### src/common/gio_pkg.sv
// Function
// - Input pins read back their level after synchronising to the clock.
// - Output pins read back the level the block itself drives.
// - Open-drain pins read back the real wired level of the line.
// - Software or emulator reset leaves pin configuration and outputs untouched.
// - Power-controller reset returns all configuration registers to defaults.
// - Hardware reset returns configuration and data registers to defaults.
// - Bank enable bit 0 gates events from pins 15 to 0.
// - Each pin triggers on rising, falling, both or no edge.
// - Edge detection works on clock-synchronised pin values.
// - Writing 1 to a trigger-set bit enables that pin edge.
// - Writing 1 to a trigger-clear bit disables that pin edge.
// - Edges raise events whatever the pin direction.
// - Pending register shows 1 for pending pins, 0 otherwise.
// - Writing 1 clears a pending flag; writing 0 leaves it.
// - Per-pin and per-bank interrupt outputs both exist.
// - Events also go out as DMA synchronisation events.
// - Low-power state suspends interrupt generation until it ends.
// - Low-power state holds output pins at their prior levels.
// - Emulation halts and breakpoints do not affect the block.
// - Ident register: scheme 01, function 27-16, revision and custom below.
// - Direction 0 means output, 1 input; all pins input after reset.
// - Output latch reads return the latch, not the pin.
// - Bank enable bit 1 gates interrupt and DMA events of bank 1.
package gio_pkg;
    localparam int NPIN = 32;
    localparam int BANK_W = 16;

    ////////////////////////////////////////////////////////////////////////////
    // Register byte addresses
    localparam logic [7:0] OFS_IDENT      = 8'h00;
    localparam logic [7:0] OFS_BANK_EN    = 8'h08;
    localparam logic [7:0] OFS_DIR        = 8'h10;
    localparam logic [7:0] OFS_LATCH      = 8'h14;
    localparam logic [7:0] OFS_OUT_SET    = 8'h18;
    localparam logic [7:0] OFS_OUT_CLR    = 8'h1C;
    localparam logic [7:0] OFS_IN_STATE   = 8'h20;
    localparam logic [7:0] OFS_RISE_SET   = 8'h24;
    localparam logic [7:0] OFS_RISE_CLR   = 8'h28;
    localparam logic [7:0] OFS_FALL_SET   = 8'h2C;
    localparam logic [7:0] OFS_FALL_CLR   = 8'h30;
    localparam logic [7:0] OFS_PENDING    = 8'h34;

    ////////////////////////////////////////////////////////////////////////////
    // Values after reset
    localparam logic [31:0] DIR_RST     = 32'hFFFF_FFFF;
    localparam logic [31:0] LATCH_RST   = 32'h0000_0000;
    localparam logic [31:0] TRIG_RST    = 32'h0000_0000;
    localparam logic [31:0] PEND_RST    = 32'h0000_0000;
    localparam logic [1:0]  BANK_EN_RST = 2'h0;

    ////////////////////////////////////////////////////////////////////////////
    // Ident field layout
    localparam logic [1:0] IDENT_SCHEME = 2'h1;
    localparam int IDENT_SCHEME_LSB = 30;
    localparam int IDENT_FUNC_LSB   = 16;
    localparam int IDENT_DESIGN_LSB = 11;
    localparam int IDENT_MAJOR_LSB  = 8;
    localparam int IDENT_CUSTOM_LSB = 6;
    localparam int IDENT_MINOR_LSB  = 0;

    typedef struct packed {
        logic [31:0] meta;
        logic [31:0] stage;
        logic [31:0] prev;
    } gio_sync_state_t;

    typedef struct packed {
        logic [31:0] dir;
        logic [31:0] latch;
        logic [31:0] rise_en;
        logic [31:0] fall_en;
        logic [31:0] pend;
        logic [1:0]  bank_en;
        logic [31:0] pin_out;
        logic [31:0] pin_oe_n;
        logic [31:0] pin_irq;
        logic [31:0] dma_evt;
        logic [1:0]  bank_irq;
        logic [31:0] prdata;
        logic        pready;
        logic        pslverr;
    } gio_state_t;
endpackage

### src/design/gio_pin_sync.sv
module gio_pin_sync (
    input  wire logic        pclk,
    input  wire logic        presetn,
    input  wire logic [31:0] level_in,
    output logic      [31:0] synced,
    output logic      [31:0] rise,
    output logic      [31:0] fall
);
    gio_pkg::gio_sync_state_t q;
    gio_pkg::gio_sync_state_t next_q;

    // Two-stage synchroniser, then one stage of history for edges
    always_comb begin
        next_q       = q;
        next_q.meta  = level_in;
        next_q.stage = q.meta;
        next_q.prev  = q.stage;
    end

    always_ff @(posedge pclk or negedge presetn) begin
        if (!presetn) begin
            q <= '0;
        end else begin
            q <= next_q;
        end
    end

    assign synced = q.stage;
    assign rise   = q.stage & ~q.prev;
    assign fall   = ~q.stage & q.prev;
endmodule

### src/design/gio_top.sv
// Added by the designer: the APB register port.
module gio_top #(
    parameter logic [11:0] IDENT_FUNC   = 12'hA5C,  // Arbitrary value
    parameter logic [4:0]  IDENT_DESIGN = 5'h0,     // Arbitrary value
    parameter logic [2:0]  IDENT_MAJOR  = 3'h2,     // Arbitrary value
    parameter logic [1:0]  IDENT_CUSTOM = 2'h0,     // Arbitrary value
    parameter logic [5:0]  IDENT_MINOR  = 6'h3      // Arbitrary value
) (
    input  wire logic        pclk,
    input  wire logic        presetn,
    input  wire logic        psel,
    input  wire logic        penable,
    input  wire logic        pwrite,
    input  wire logic [7:0]  paddr,
    input  wire logic [31:0] pwdata,
    output logic      [31:0] prdata,
    output logic             pready,
    output logic             pslverr,
    input  wire logic        pwr_reset,
    input  wire logic        low_power,
    input  wire logic [31:0] od_mask,
    input  wire logic [31:0] general_pins_in,
    output logic      [31:0] general_pins_out,
    output logic      [31:0] general_pins_oe_n,
    output logic      [31:0] pin_irq,
    output logic      [1:0]  bank_irq,
    output logic      [31:0] dma_evt
);
    gio_pkg::gio_state_t q;
    gio_pkg::gio_state_t next_q;

    logic [31:0] sense_level;
    logic [31:0] in_state;
    logic [31:0] rise;
    logic [31:0] fall;
    logic [31:0] ident;
    logic [31:0] edge_hit;
    logic [31:0] bank_mask;
    logic [31:0] events;
    logic [31:0] read_word;
    logic        addr_hit;
    logic        setup;
    logic        wr_acc;

    ////////////////////////////////////////////////////////////////////////////
    // Pin sensing

    // Push-pull outputs sense own drive; inputs and open drain sense the line
    assign sense_level = ((q.dir | od_mask) & general_pins_in)
                       | (~(q.dir | od_mask) & q.pin_out);

    gio_pin_sync u_sync (
        .pclk     (pclk),
        .presetn  (presetn),
        .level_in (sense_level),
        .synced   (in_state),
        .rise     (rise),
        .fall     (fall)
    );

    assign ident = {gio_pkg::IDENT_SCHEME, 2'h0, IDENT_FUNC, IDENT_DESIGN,
                    IDENT_MAJOR, IDENT_CUSTOM, IDENT_MINOR};

    ////////////////////////////////////////////////////////////////////////////
    // Edge events

    // No halt or breakpoint input exists: event flow never stops for debug
    assign edge_hit  = ((rise & q.rise_en) | (fall & q.fall_en))
                     & {32{~low_power}};
    assign bank_mask = {{gio_pkg::BANK_W{q.bank_en[1]}},
                        {gio_pkg::BANK_W{q.bank_en[0]}}};
    assign events    = edge_hit & bank_mask;

    ////////////////////////////////////////////////////////////////////////////
    // Register read decode

    always_comb begin
        read_word = 32'h0000_0000;
        addr_hit  = 1'b1;
        case (paddr)
            gio_pkg::OFS_IDENT: begin
                read_word = ident;
            end
            gio_pkg::OFS_BANK_EN: begin
                read_word = {30'h0, q.bank_en};
            end
            gio_pkg::OFS_DIR: begin
                read_word = q.dir;
            end
            gio_pkg::OFS_LATCH, gio_pkg::OFS_OUT_SET, gio_pkg::OFS_OUT_CLR: begin
                read_word = q.latch;
            end
            gio_pkg::OFS_IN_STATE: begin
                read_word = in_state;
            end
            gio_pkg::OFS_RISE_SET, gio_pkg::OFS_RISE_CLR: begin
                read_word = q.rise_en;
            end
            gio_pkg::OFS_FALL_SET, gio_pkg::OFS_FALL_CLR: begin
                read_word = q.fall_en;
            end
            gio_pkg::OFS_PENDING: begin
                read_word = q.pend;
            end
            default: begin
                addr_hit = 1'b0;
            end
        endcase
    end

    assign setup  = psel & ~penable;
    assign wr_acc = psel & penable & q.pready & pwrite & ~q.pslverr;

    ////////////////////////////////////////////////////////////////////////////
    // Next state

    always_comb begin
        next_q         = q;
        next_q.pready  = 1'b0;
        next_q.pslverr = 1'b0;
        if (setup) begin
            next_q.pready  = 1'b1;
            next_q.pslverr = ~addr_hit;
            next_q.prdata  = pwrite ? 32'h0000_0000 : read_word;
        end

        if (wr_acc) begin
            case (paddr)
                gio_pkg::OFS_BANK_EN: begin
                    next_q.bank_en = pwdata[1:0];
                end
                gio_pkg::OFS_DIR: begin
                    next_q.dir = pwdata;
                end
                gio_pkg::OFS_LATCH: begin
                    next_q.latch = (q.latch & q.dir) | (pwdata & ~q.dir);
                end
                gio_pkg::OFS_OUT_SET: begin
                    next_q.latch = q.latch | (pwdata & ~q.dir);
                end
                gio_pkg::OFS_OUT_CLR: begin
                    next_q.latch = q.latch & ~(pwdata & ~q.dir);
                end
                gio_pkg::OFS_RISE_SET: begin
                    next_q.rise_en = q.rise_en | pwdata;
                end
                gio_pkg::OFS_RISE_CLR: begin
                    next_q.rise_en = q.rise_en & ~pwdata;
                end
                gio_pkg::OFS_FALL_SET: begin
                    next_q.fall_en = q.fall_en | pwdata;
                end
                gio_pkg::OFS_FALL_CLR: begin
                    next_q.fall_en = q.fall_en & ~pwdata;
                end
                gio_pkg::OFS_PENDING: begin
                    next_q.pend = q.pend & ~pwdata;
                end
                default: begin
                    next_q.bank_en = q.bank_en;
                end
            endcase
        end

        // New edge wins over a clear in the same cycle
        next_q.pend = next_q.pend | edge_hit;

        // Config back to defaults; output latch kept
        if (pwr_reset) begin
            next_q.dir     = gio_pkg::DIR_RST;
            next_q.rise_en = gio_pkg::TRIG_RST;
            next_q.fall_en = gio_pkg::TRIG_RST;
            next_q.pend    = gio_pkg::PEND_RST;
            next_q.bank_en = gio_pkg::BANK_EN_RST;
        end

        next_q.pin_irq  = events;
        next_q.dma_evt  = events;
        next_q.bank_irq = {|events[31:16], |events[15:0]};

        // Pins frozen while in low power
        if (!low_power) begin
            next_q.pin_out  = next_q.latch & ~od_mask;
            next_q.pin_oe_n = next_q.dir | (od_mask & next_q.latch);
        end else begin
            next_q.pin_out  = q.pin_out;
            next_q.pin_oe_n = q.pin_oe_n;
        end
    end

    // Only presetn clears data; nothing else reaches the latch
    always_ff @(posedge pclk or negedge presetn) begin
        if (!presetn) begin
            q          <= '0;
            q.dir      <= gio_pkg::DIR_RST;
            q.latch    <= gio_pkg::LATCH_RST;
            q.pin_oe_n <= 32'hFFFF_FFFF;
        end else begin
            q <= next_q;
        end
    end

    assign prdata            = q.prdata;
    assign pready            = q.pready;
    assign pslverr           = q.pslverr;
    assign general_pins_out  = q.pin_out;
    assign general_pins_oe_n = q.pin_oe_n;
    assign pin_irq           = q.pin_irq;
    assign bank_irq          = q.bank_irq;
    assign dma_evt           = q.dma_evt;
endmodule

### config.mk
export PLATFORM = sky130hd
export DESIGN_NAME = gio_top
export DESIGN_NICKNAME = d
export VERILOG_FILES = /design/src/common/gio_pkg.sv /design/src/design/gio_pin_sync.sv /design/src/design/gio_top.sv
export SDC_FILE = /design/constraint.sdc
export NUM_CORES = 1
export LEC_CHECK = 0
export BUFFER_PORTS_ARGS = -buffer_cell sky130_fd_sc_hd__buf_2
export CAP_MARGIN = 20
export CORE_MARGIN = 5
export CORE_UTILIZATION = 29
export CTS_BUF_LIST = sky130_fd_sc_hd__clkbuf_8
export CTS_CLUSTER_DIAMETER = 60
export CTS_CLUSTER_SIZE = 14
export DETAILED_ROUTE_END_ITERATION = 8
export PLACE_DENSITY = 0.54
export SETUP_SLACK_MARGIN = 0.15
export SLEW_MARGIN = 20
export SYNTH_ARGS = -nofsm -noshare
export SYNTH_HDL_FRONTEND = slang
export SYNTH_SLANG_ARGS = --single-unit
export TNS_END_PERCENT = 5
### constraint.sdc
create_clock -name pclk -period 2 [get_ports pclk]
set_clock_uncertainty 0.15 [all_clocks]
set_input_delay 0.6 -clock pclk [delete_from_list [all_inputs] [get_ports pclk]]
set_output_delay 0.6 -clock pclk [all_outputs]
set_load 0.005 [all_outputs]
==> key figures, run 1 <==
Drt
  • Number of DRC markers in iteration 0: 1526
  • Routed WL: 71.8 mm
  • Drc violations: 0
  • WL per Instance: 24.0 µm
  • Drt first pass iters: 7
  • Antenna Nets Post-Route: 0
  • Vias after detailed routing: 15.9k
  • Vias/cell: 5.31

Setup path
  • CP arrival: 2.59 ns
  • R2R depth: 9
  • Setup crit end kind: register
  • Startpoint class of the critical path: register
  • CP Cell Sequence: nand4b_4, buf_6, nor4_4, buf_12, buf_12, buf_12, buf_16, a211oi_2, a221o_1
  • Max incr delay on CP: 0.40 ns
  • RR Endpoint: general_pins_oe_n[13]
  • CP most frequent cell: buf_12
  • Slowest cell on crit path: dfrtp_1
  • RR Startpoint: pslverr
  • Crit-path max FO: 7
  • WP data required: about 2.4 ns
  • Reg-to-reg slack, setup: -0.19 ns
  • Crit Path Class: reg2reg

Logic synthesis
  • Post-Synth Adder-Cell Area: 0%
  • Synth Area in Compound Gates: between 20% and 30%
  • Syn_nets: between 1.5k and 2k
  • Xor and xnor area share after synthesis: 0.0467%
  • Largest family of logic cells by synthesized area: compound AO/OA/AOI/OAI gates
  • Ys async rst share: 100%
  • Mux contribution to synthesized area: 2.13%
  • Synthesized area per cell: 10.3 µm²
  • Synth Area in Simple Gates: 14.9%
  • Cell variety after synth: 53
  • Sequential-to-total area share from yosys stat: 52.5%
  • Cells after Synth: 1819
  • Ys Warns: 0
  • Yosys reg bits: 390
  • EDFF count, synth: 0
  • Ys flop type: dfrtp_1
  • Post-Syn Area: between 15000 and 20000 µm²

Floorplan
  • Core area: roughly 64000 µm²
  • Rows: 93
  • Io pins: 275
  • Die W: 264 µm
  • Die area: 69900 µm²
  • Initial Util: 29.2%
  • Die Y: 264 µm

Timing
  • Relative slew slack: around two thirds
  • Final setup margin: -0.192 ns
  • Maximum clock rate: 456 MHz
  • Worst-Margin Slew: 0.484 ns
  • Slew Limit Fails: 0
  • Final setup fails: 195
  • RSZ-0062 raised after global routing: true
  • Final Critical Period: around 2.2 ns
  • Period utilisation layout: 110%
  • Hold_ws: 0.0557 ns
  • Final hold vios: 0

Placement
  • Detail Placement HPWL: 47.8 mm
  • # port buffers: 274
  • Routability cong.: around 0.85

Power and ir drop
  • Leakage: approximately 10 nW
  • Comb pwr share: 9.7%
  • Clock share of power: between 30 and 40%
  • Internal power: 11.0 mW
  • Power Total: between 15 and 20 mW
  • Cell area power density: 624 nW/µm²
  • Peak supply drop: 0.301 mV
  • Switching Power: between 4 and 5 mW
  • Share of power burned in registers: about 54%
  • Switching part of the total: 27.7%

GRT
  • Initial antenna violation count: 4
  • Gr ovfl total: 0
  • Tot GR Track Use: 19.2%
  • Number of global-route vias before repair: around 16k
  • First-pass GRT wire length: 104 mm
  • Largest net degree at the start of global routing: 76

Clock network
  • Clock Latency Late Sink: ~0.64 ns
  • CTS max path bufs: 3
  • Clock slew at reported path FFs: 0.10 ns
  • Root Buffer: clkbuf_8
  • Inserted Clock Buffers: 42
  • H-tree lvl count: 2
  • Clock Sinks: 390
  • CTS tree: done

Status
  • Failing checks: setup timing
  • Status: complete, but fails checks

Run
  • Max Cap Violations: 0

Finish
  • Layout cells sized above 1: 40.3%
  • Register area: 9840 µm²
  • Area growth, synth to finish: 29.9%
  • Finished Core Util: 37.9%
  • Number of fillers in the final layout: ~6.3k
  • Fin nets: between 2k and 2.5k
  • Area of the multi-input gates: 8160 µm²

Min path
  • HP Class: in2reg
  • Worst hold stages: 2
  • Hold Path Origin: general_pins_in[23]
  • WHS Endpoint: u_sync.next_q[55]
[cell families (layout without fill, tap and decap cells)]
| kind of cell | after synthesis | in the layout |
|---|---|---|
| compound gates | 585 | 585 |
| xor+xnor | 1 | 1 |
| buf+inv | 291 | 605 |
| flops | 390 | 390 |
| mux | 36 | 36 |
| other cells | 0 | 4 |
| simple gates | 516 | 516 |
[cell type report]
class                   count  share of cell area, %
multi-input cells        1138                   33.5
flip-flops and latches    390                   40.4
well taps                 855                   4.39
clock inverters            31                  0.965
clock buffers              45                   2.54
repair buffers            524                   18.1
diodes                      4                 0.0411
inverters                   5                 0.0770
[cell usage after synthesis (30+ instances only)]
cell type / number / area share [%]
a211oi_1: 32 / 1.3
buf_4: 162 / 6.5
and2_1: 33 / 1.1
a22oi_1: 56 / 2.2
nand3b_1: 64 / 2.6
a221o_1: 36 / 1.9
o21ai_0: 146 / 3.9
nor2_1: 167 / 3.3
o31ai_1: 33 / 1.3
dfrtp_1: 326 / 43
buf_2: 30 / 0.80
a21oi_1: 114 / 3.0
clkbuf_1: 91 / 1.8
nor2b_1: 74 / 2.5
a22o_1: 98 / 4.6
nand2_1: 66 / 1.3
mux2_2: 32 / 1.9
dfstp_2: 64 / 9.0
or3_1: 32 / 1.1
nor3_1: 37 / 0.99
[placed cells by master, fill, tap and decap left out, drive strengths merged, types with 9 or more instances in the layout]
| master | synthesis | layout |
|---|---|---|
| o31ai | 33 | 33 |
| a211oi | 32 | 32 |
| buf | 195 | 518 |
| and2 | 33 | 33 |
| a22o | 98 | 98 |
| nand2 | 66 | 66 |
| clkinv | 0 | 10 |
| dfrtp | 326 | 326 |
| inv | 5 | 22 |
| nor2 | 167 | 167 |
| a22oi | 56 | 56 |
| a222oi | 26 | 26 |
| or3 | 32 | 32 |
| nand2b | 9 | 9 |
| o21ai | 175 | 175 |
| nor3 | 37 | 37 |
| nor4 | 13 | 13 |
| clkbuf | 91 | 49 |
| dfstp | 64 | 64 |
| a221o | 36 | 36 |
| mux2 | 32 | 32 |
| a21oi | 114 | 114 |
| nand3b | 64 | 64 |
| nor2b | 74 | 74 |
[power groups by stage]
stage,combinational [mW],clock [mW],sequential (mW)
after global routing,1.59,6.01,8.20
after detailed placement,1.34,0,8.31
after CTS,1.44,5.75,8.17
final,1.47,5.57,8.18
after floorplan,0.553,0,8.27
after global placement,1.32,0,8.31
[through the flow]
step / setup TNS (ns) / cell area [µm²] / worst slack (ns) / cells
after detailed placement: -136.11 / 21700 / -0.705 / 2872
after floorplan: -77.72 / 18800 / -0.440 / 1819
after global routing: -32.81 / 24400 / -0.283 / 2991
final: -11.77 / 24400 / -0.192 / 2992
after CTS: -9.73 / 23400 / -0.136 / 2971
after global placement: -135.42 / 21700 / -0.736 / 2872
[what timing repair did]
action	in CTS	in global routing
gates resized for setup	199	173
hold endpoints to repair	101	0
setup endpoints to repair	420	424
buffers inserted	15	11
pin swaps	31	81
gates cloned	6	6
hold buffers	2	0
[state kept, by name, summed over array words and instances, names as in the netlist]
name	cells
q	160
general_pins_oe_n	32
general_pins_out	32
dma_evt	32
bank_irq	2
u_sync.next_q	32
pready	1
u_sync.q	32
u_sync.synced	32
pslverr	1
bank_mask	2
prdata	32
[worst max-delay path by stage]
stage	startpoint	slack (ns)	endpoint
6_report	pslverr	-0.19	general_pins_oe_n[13]
5_1_grt	pslverr	-0.28	general_pins_oe_n[14]
4_1_cts	pslverr	-0.14	general_pins_oe_n[19]
3_5_place_dp	paddr[5]	-0.70	general_pins_oe_n[24]
3_3_place_gp	paddr[4]	-0.74	q[241]
2_1_floorplan	paddr[4]	-0.44	q[231]
[routing by layer]
metal	vias up	global-route usage (%)	share of wire (%)
li1	7064	-	-
met1	7978	26.7	43
met2	722	29.7	45
met3	130	4.31	7.9
met4	0	6.53	3.4
met5	-	0	0
[critical path, delay by kind of cell (launching register included)]
family | cells | cell delay, ns
compound gates | 2 | 0.33
flops | 1 | 0.40
simple gates | 2 | 0.50
buf+inv | 5 | 0.74
Power figures use the tool's default switching activity.
==> run 2, diff against run 1 <==
--- a/config.mk
+++ b/config.mk
@@ -7,13 +7,15 @@
 export LEC_CHECK = 0
 export BUFFER_PORTS_ARGS = -buffer_cell sky130_fd_sc_hd__buf_2
 export CAP_MARGIN = 20
+export CELL_PAD_IN_SITES_DETAIL_PLACEMENT = 0
+export CELL_PAD_IN_SITES_GLOBAL_PLACEMENT = 2
 export CORE_MARGIN = 5
 export CORE_UTILIZATION = 29
 export CTS_BUF_LIST = sky130_fd_sc_hd__clkbuf_8
 export CTS_CLUSTER_DIAMETER = 60
 export CTS_CLUSTER_SIZE = 14
 export DETAILED_ROUTE_END_ITERATION = 8
-export PLACE_DENSITY = 0.54
+export PLACE_DENSITY = 0.74
 export SETUP_SLACK_MARGIN = 0.15
 export SLEW_MARGIN = 20
 export SYNTH_ARGS = -nofsm -noshare
==> key figures, run 2 (synthesis gave the netlist of run 1 again) <==
Status
  • Status: complete, but fails checks (unchanged)
  • Failing checks: setup timing (unchanged)

Finish
  • Layout cells sized above 1: 38.0% (was 40.3%)
  • Final instance area: 23600 µm² (was 24400 µm²)
  • Reg with most FFs: q (unchanged)
  • Commonest non-fill, non-tap cell in the layout: dfrtp_1 (unchanged)
  • Most frequent cells in the layout: dfrtp_1 (324), buf_2 (252), nor2_1 (166), buf_4 (163), o21ai_0 (136) (was dfrtp_1 (325), buf_2 (232), nor2_1 (167), buf_4 (164), a22o_1 (98))
  • Register area: 9840 µm² (about the same)
  • Max reg flops: 160 (unchanged)
  • Area of the multi-input gates: 7860 µm² (was 8160 µm²)
  • Area growth, synth to finish: 25.7% (was 29.9%)
  • Fin nets: 2185 (was 2212)
  • Number of fillers in the final layout: 6470 (was 6309)

Floorplan
  • Die area: 69900 µm² (unchanged)
  • Initial Util: 29.2% (unchanged)
  • Core area: 64200 µm² (unchanged)
  • Die Y: 264 µm (unchanged)
  • Rows: 93 (unchanged)
  • Die W: 264 µm (unchanged)
  • Io pins: 275 (unchanged)

Timing
  • Worst-Margin Slew: 0.514 ns (was 0.484 ns)
  • Period utilisation layout: 107% (was 110%)
  • Slew Limit Fails: 0 (unchanged)
  • Maximum clock rate: 467 MHz (was 456 MHz)
  • Final setup fails: 146 (was 195)
  • Final hold vios: 0 (unchanged)
  • RSZ-0062 raised after global routing: true (unchanged)
  • Relative slew slack: 65.8% (was 67.7%)
  • Final Critical Period: 2.14 ns (was 2.19 ns)
  • Final setup margin: -0.141 ns (was -0.192 ns)

Power and ir drop
  • Power Total: 15.2 mW (about the same)
  • Peak supply drop: 0.362 mV (was 0.301 mV)
  • Leakage: 10.2 nW (was 10.5 nW)
  • Cell area power density: 643 nW/µm² (was 624 nW/µm²)

Setup path
  • Setup crit end kind: primary output (was register)
  • WP data required: 1.25 ns (was 2.39 ns)
  • Delay-heaviest family, CP: flip-flops (was buffers and inverters)
  • Reg-to-reg slack, setup: -0.12 ns (was -0.19 ns)
  • RR Endpoint: q[194] (was general_pins_oe_n[13])
  • Startpoint class of the critical path: register (unchanged)
  • RR Startpoint: pslverr (unchanged)
  • Crit path buf inv count: 1 (was 5)
  • Crit Path Class: reg2out (was reg2reg)
  • CP arrival: 1.39 ns (was 2.59 ns)
  • Slowest cell on crit path: dfstp_2 (was dfrtp_1)
  • Crit-path max FO: 2 (was 7)
  • CP Cell Sequence: buf_2 (was nand4b_4, buf_6, nor4_4, buf_12, buf_12, buf_12, buf_16, a211oi_2, a221o_1)
  • Max incr delay on CP: 0.62 ns (was 0.40 ns)
  • R2R depth: 10 (was 9)

Drt
  • Drc violations: 0 (unchanged)
  • WL per Instance: 23.8 µm (was 24.0 µm)
  • Vias/cell: 5.30 (was 5.31)
  • Drt first pass iters: 5 (was 7)
  • Antenna Nets Post-Route: 0 (unchanged)
  • Vias after detailed routing: 15.7k (was 15.9k)
  • Routed WL: 70.6 mm (was 71.8 mm)
  • Number of DRC markers in iteration 0: 1266 (was 1526)

Clock network
  • Clock Sinks: 390 (unchanged)
  • H-tree lvl count: 2 (unchanged)
  • CTS tree: done (unchanged)
  • Clock Latency Late Sink: 0.63 ns (was 0.64 ns)
  • Clock slew at reported path FFs: 0.10 ns (about the same)
  • Inserted Clock Buffers: 40 (was 42)
  • Root Buffer: clkbuf_8 (unchanged)
  • CTS max path bufs: 3 (unchanged)

Min path
  • Worst hold stages: 2 (unchanged)
  • HP Class: in2reg (unchanged)
  • WHS Endpoint: u_sync.next_q[56] (was u_sync.next_q[55])
  • Hold Path Origin: general_pins_in[24] (was general_pins_in[23])

Placement
  • Detail Placement HPWL: 47.8 mm (about the same)
  • Area after DPL: 21600 µm² (was 21700 µm²)
  • # port buffers: 274 (unchanged)
  • Routability cong.: 0.831 (was 0.852)

GRT
  • Number of global-route vias before repair: 16.2k (about the same)
  • Tot GR Track Use: 19.2% (about the same)
  • Largest net degree at the start of global routing: 55 (was 76)
  • First-pass GRT wire length: 105 mm (was 104 mm)
  • Gr ovfl total: 0 (unchanged)
  • Initial antenna violation count: 5 (was 4)

Run
  • Max Cap Violations: 0 (unchanged)
## run 2: power breakdown
part / leakage (nW) / switching [mW] / internal [mW]
Clock: 0.469 / 3.18 / 2.42
Combinational: 4.76 / 0.831 / 0.548
Sequential: 5.00 / 0.105 / 8.07
Total: 10.2 / 4.12 / 11.0
## run 2: final cells by class
class | instances | share of cell area (%)
flip-flops and latches | 390 | 41.7
multi-input cells | 1138 | 33.3
repair buffers | 499 | 16.7
well taps | 855 | 4.54
clock buffers | 45 | 2.63
clock inverters | 28 | 0.955
inverters | 5 | 0.0796
diodes | 3 | 0.0318
## run 2: layer usage
| metal | share of wire, % | GRT usage, % | vias up |
|---|---|---|---|
| li1 | - | - | 6997 |
| met1 | 44 | 26.3 | 8056 |
| met2 | 46 | 30.6 | 523 |
| met3 | 6.5 | 3.93 | 124 |
| met4 | 3.7 | 6.76 | 4 |
| met5 | 0.038 | 0 | - |
## run 2: repair_timing
action                                 in CTS  in global routing
pin swaps                                  71                 28
resized for setup                         145                 62
buffers inserted                            7                  4
setup endpoints to repair                 403                423
gates cloned                                8                  2
endpoints found under the hold margin      21                  0
hold buffers                                2                  0
## run 2: worst max-delay path by stage
| stage | end | depth (start not counted) | from | slack [ns] |
|---|---|---|---|---|
| after floorplan | q[231] | 7 | paddr[4] | -0.44 |
| after global placement | general_pins_oe_n[1] | 8 | paddr[1] | -0.69 |
| after detailed placement | general_pins_oe_n[23] | 8 | paddr[1] | -0.74 |
| after CTS | general_pins_oe_n[31] | 1 | general_pins_oe_n[31] | -0.17 |
| after global routing | general_pins_oe_n[28] | 9 | pslverr | -0.17 |
| final | general_pins_oe_n[31] | 1 | general_pins_oe_n[31] | -0.14 |
## run 2: metrics by stage
stage	hold WS, ns	util, %	TNS, ns	setup slack [ns]	cells
final	0.0535	36.7	-6.45	-0.141	2963
after global routing	0.0133	36.7	-16.03	-0.171	2962
after CTS	0.000926	36.2	-7.94	-0.173	2954
after detailed placement	0.185	33.6	-132.05	-0.739	2864
after global placement	0.182	33.6	-126.19	-0.685	2864
after floorplan	0.154	-	-77.72	-0.440	1819
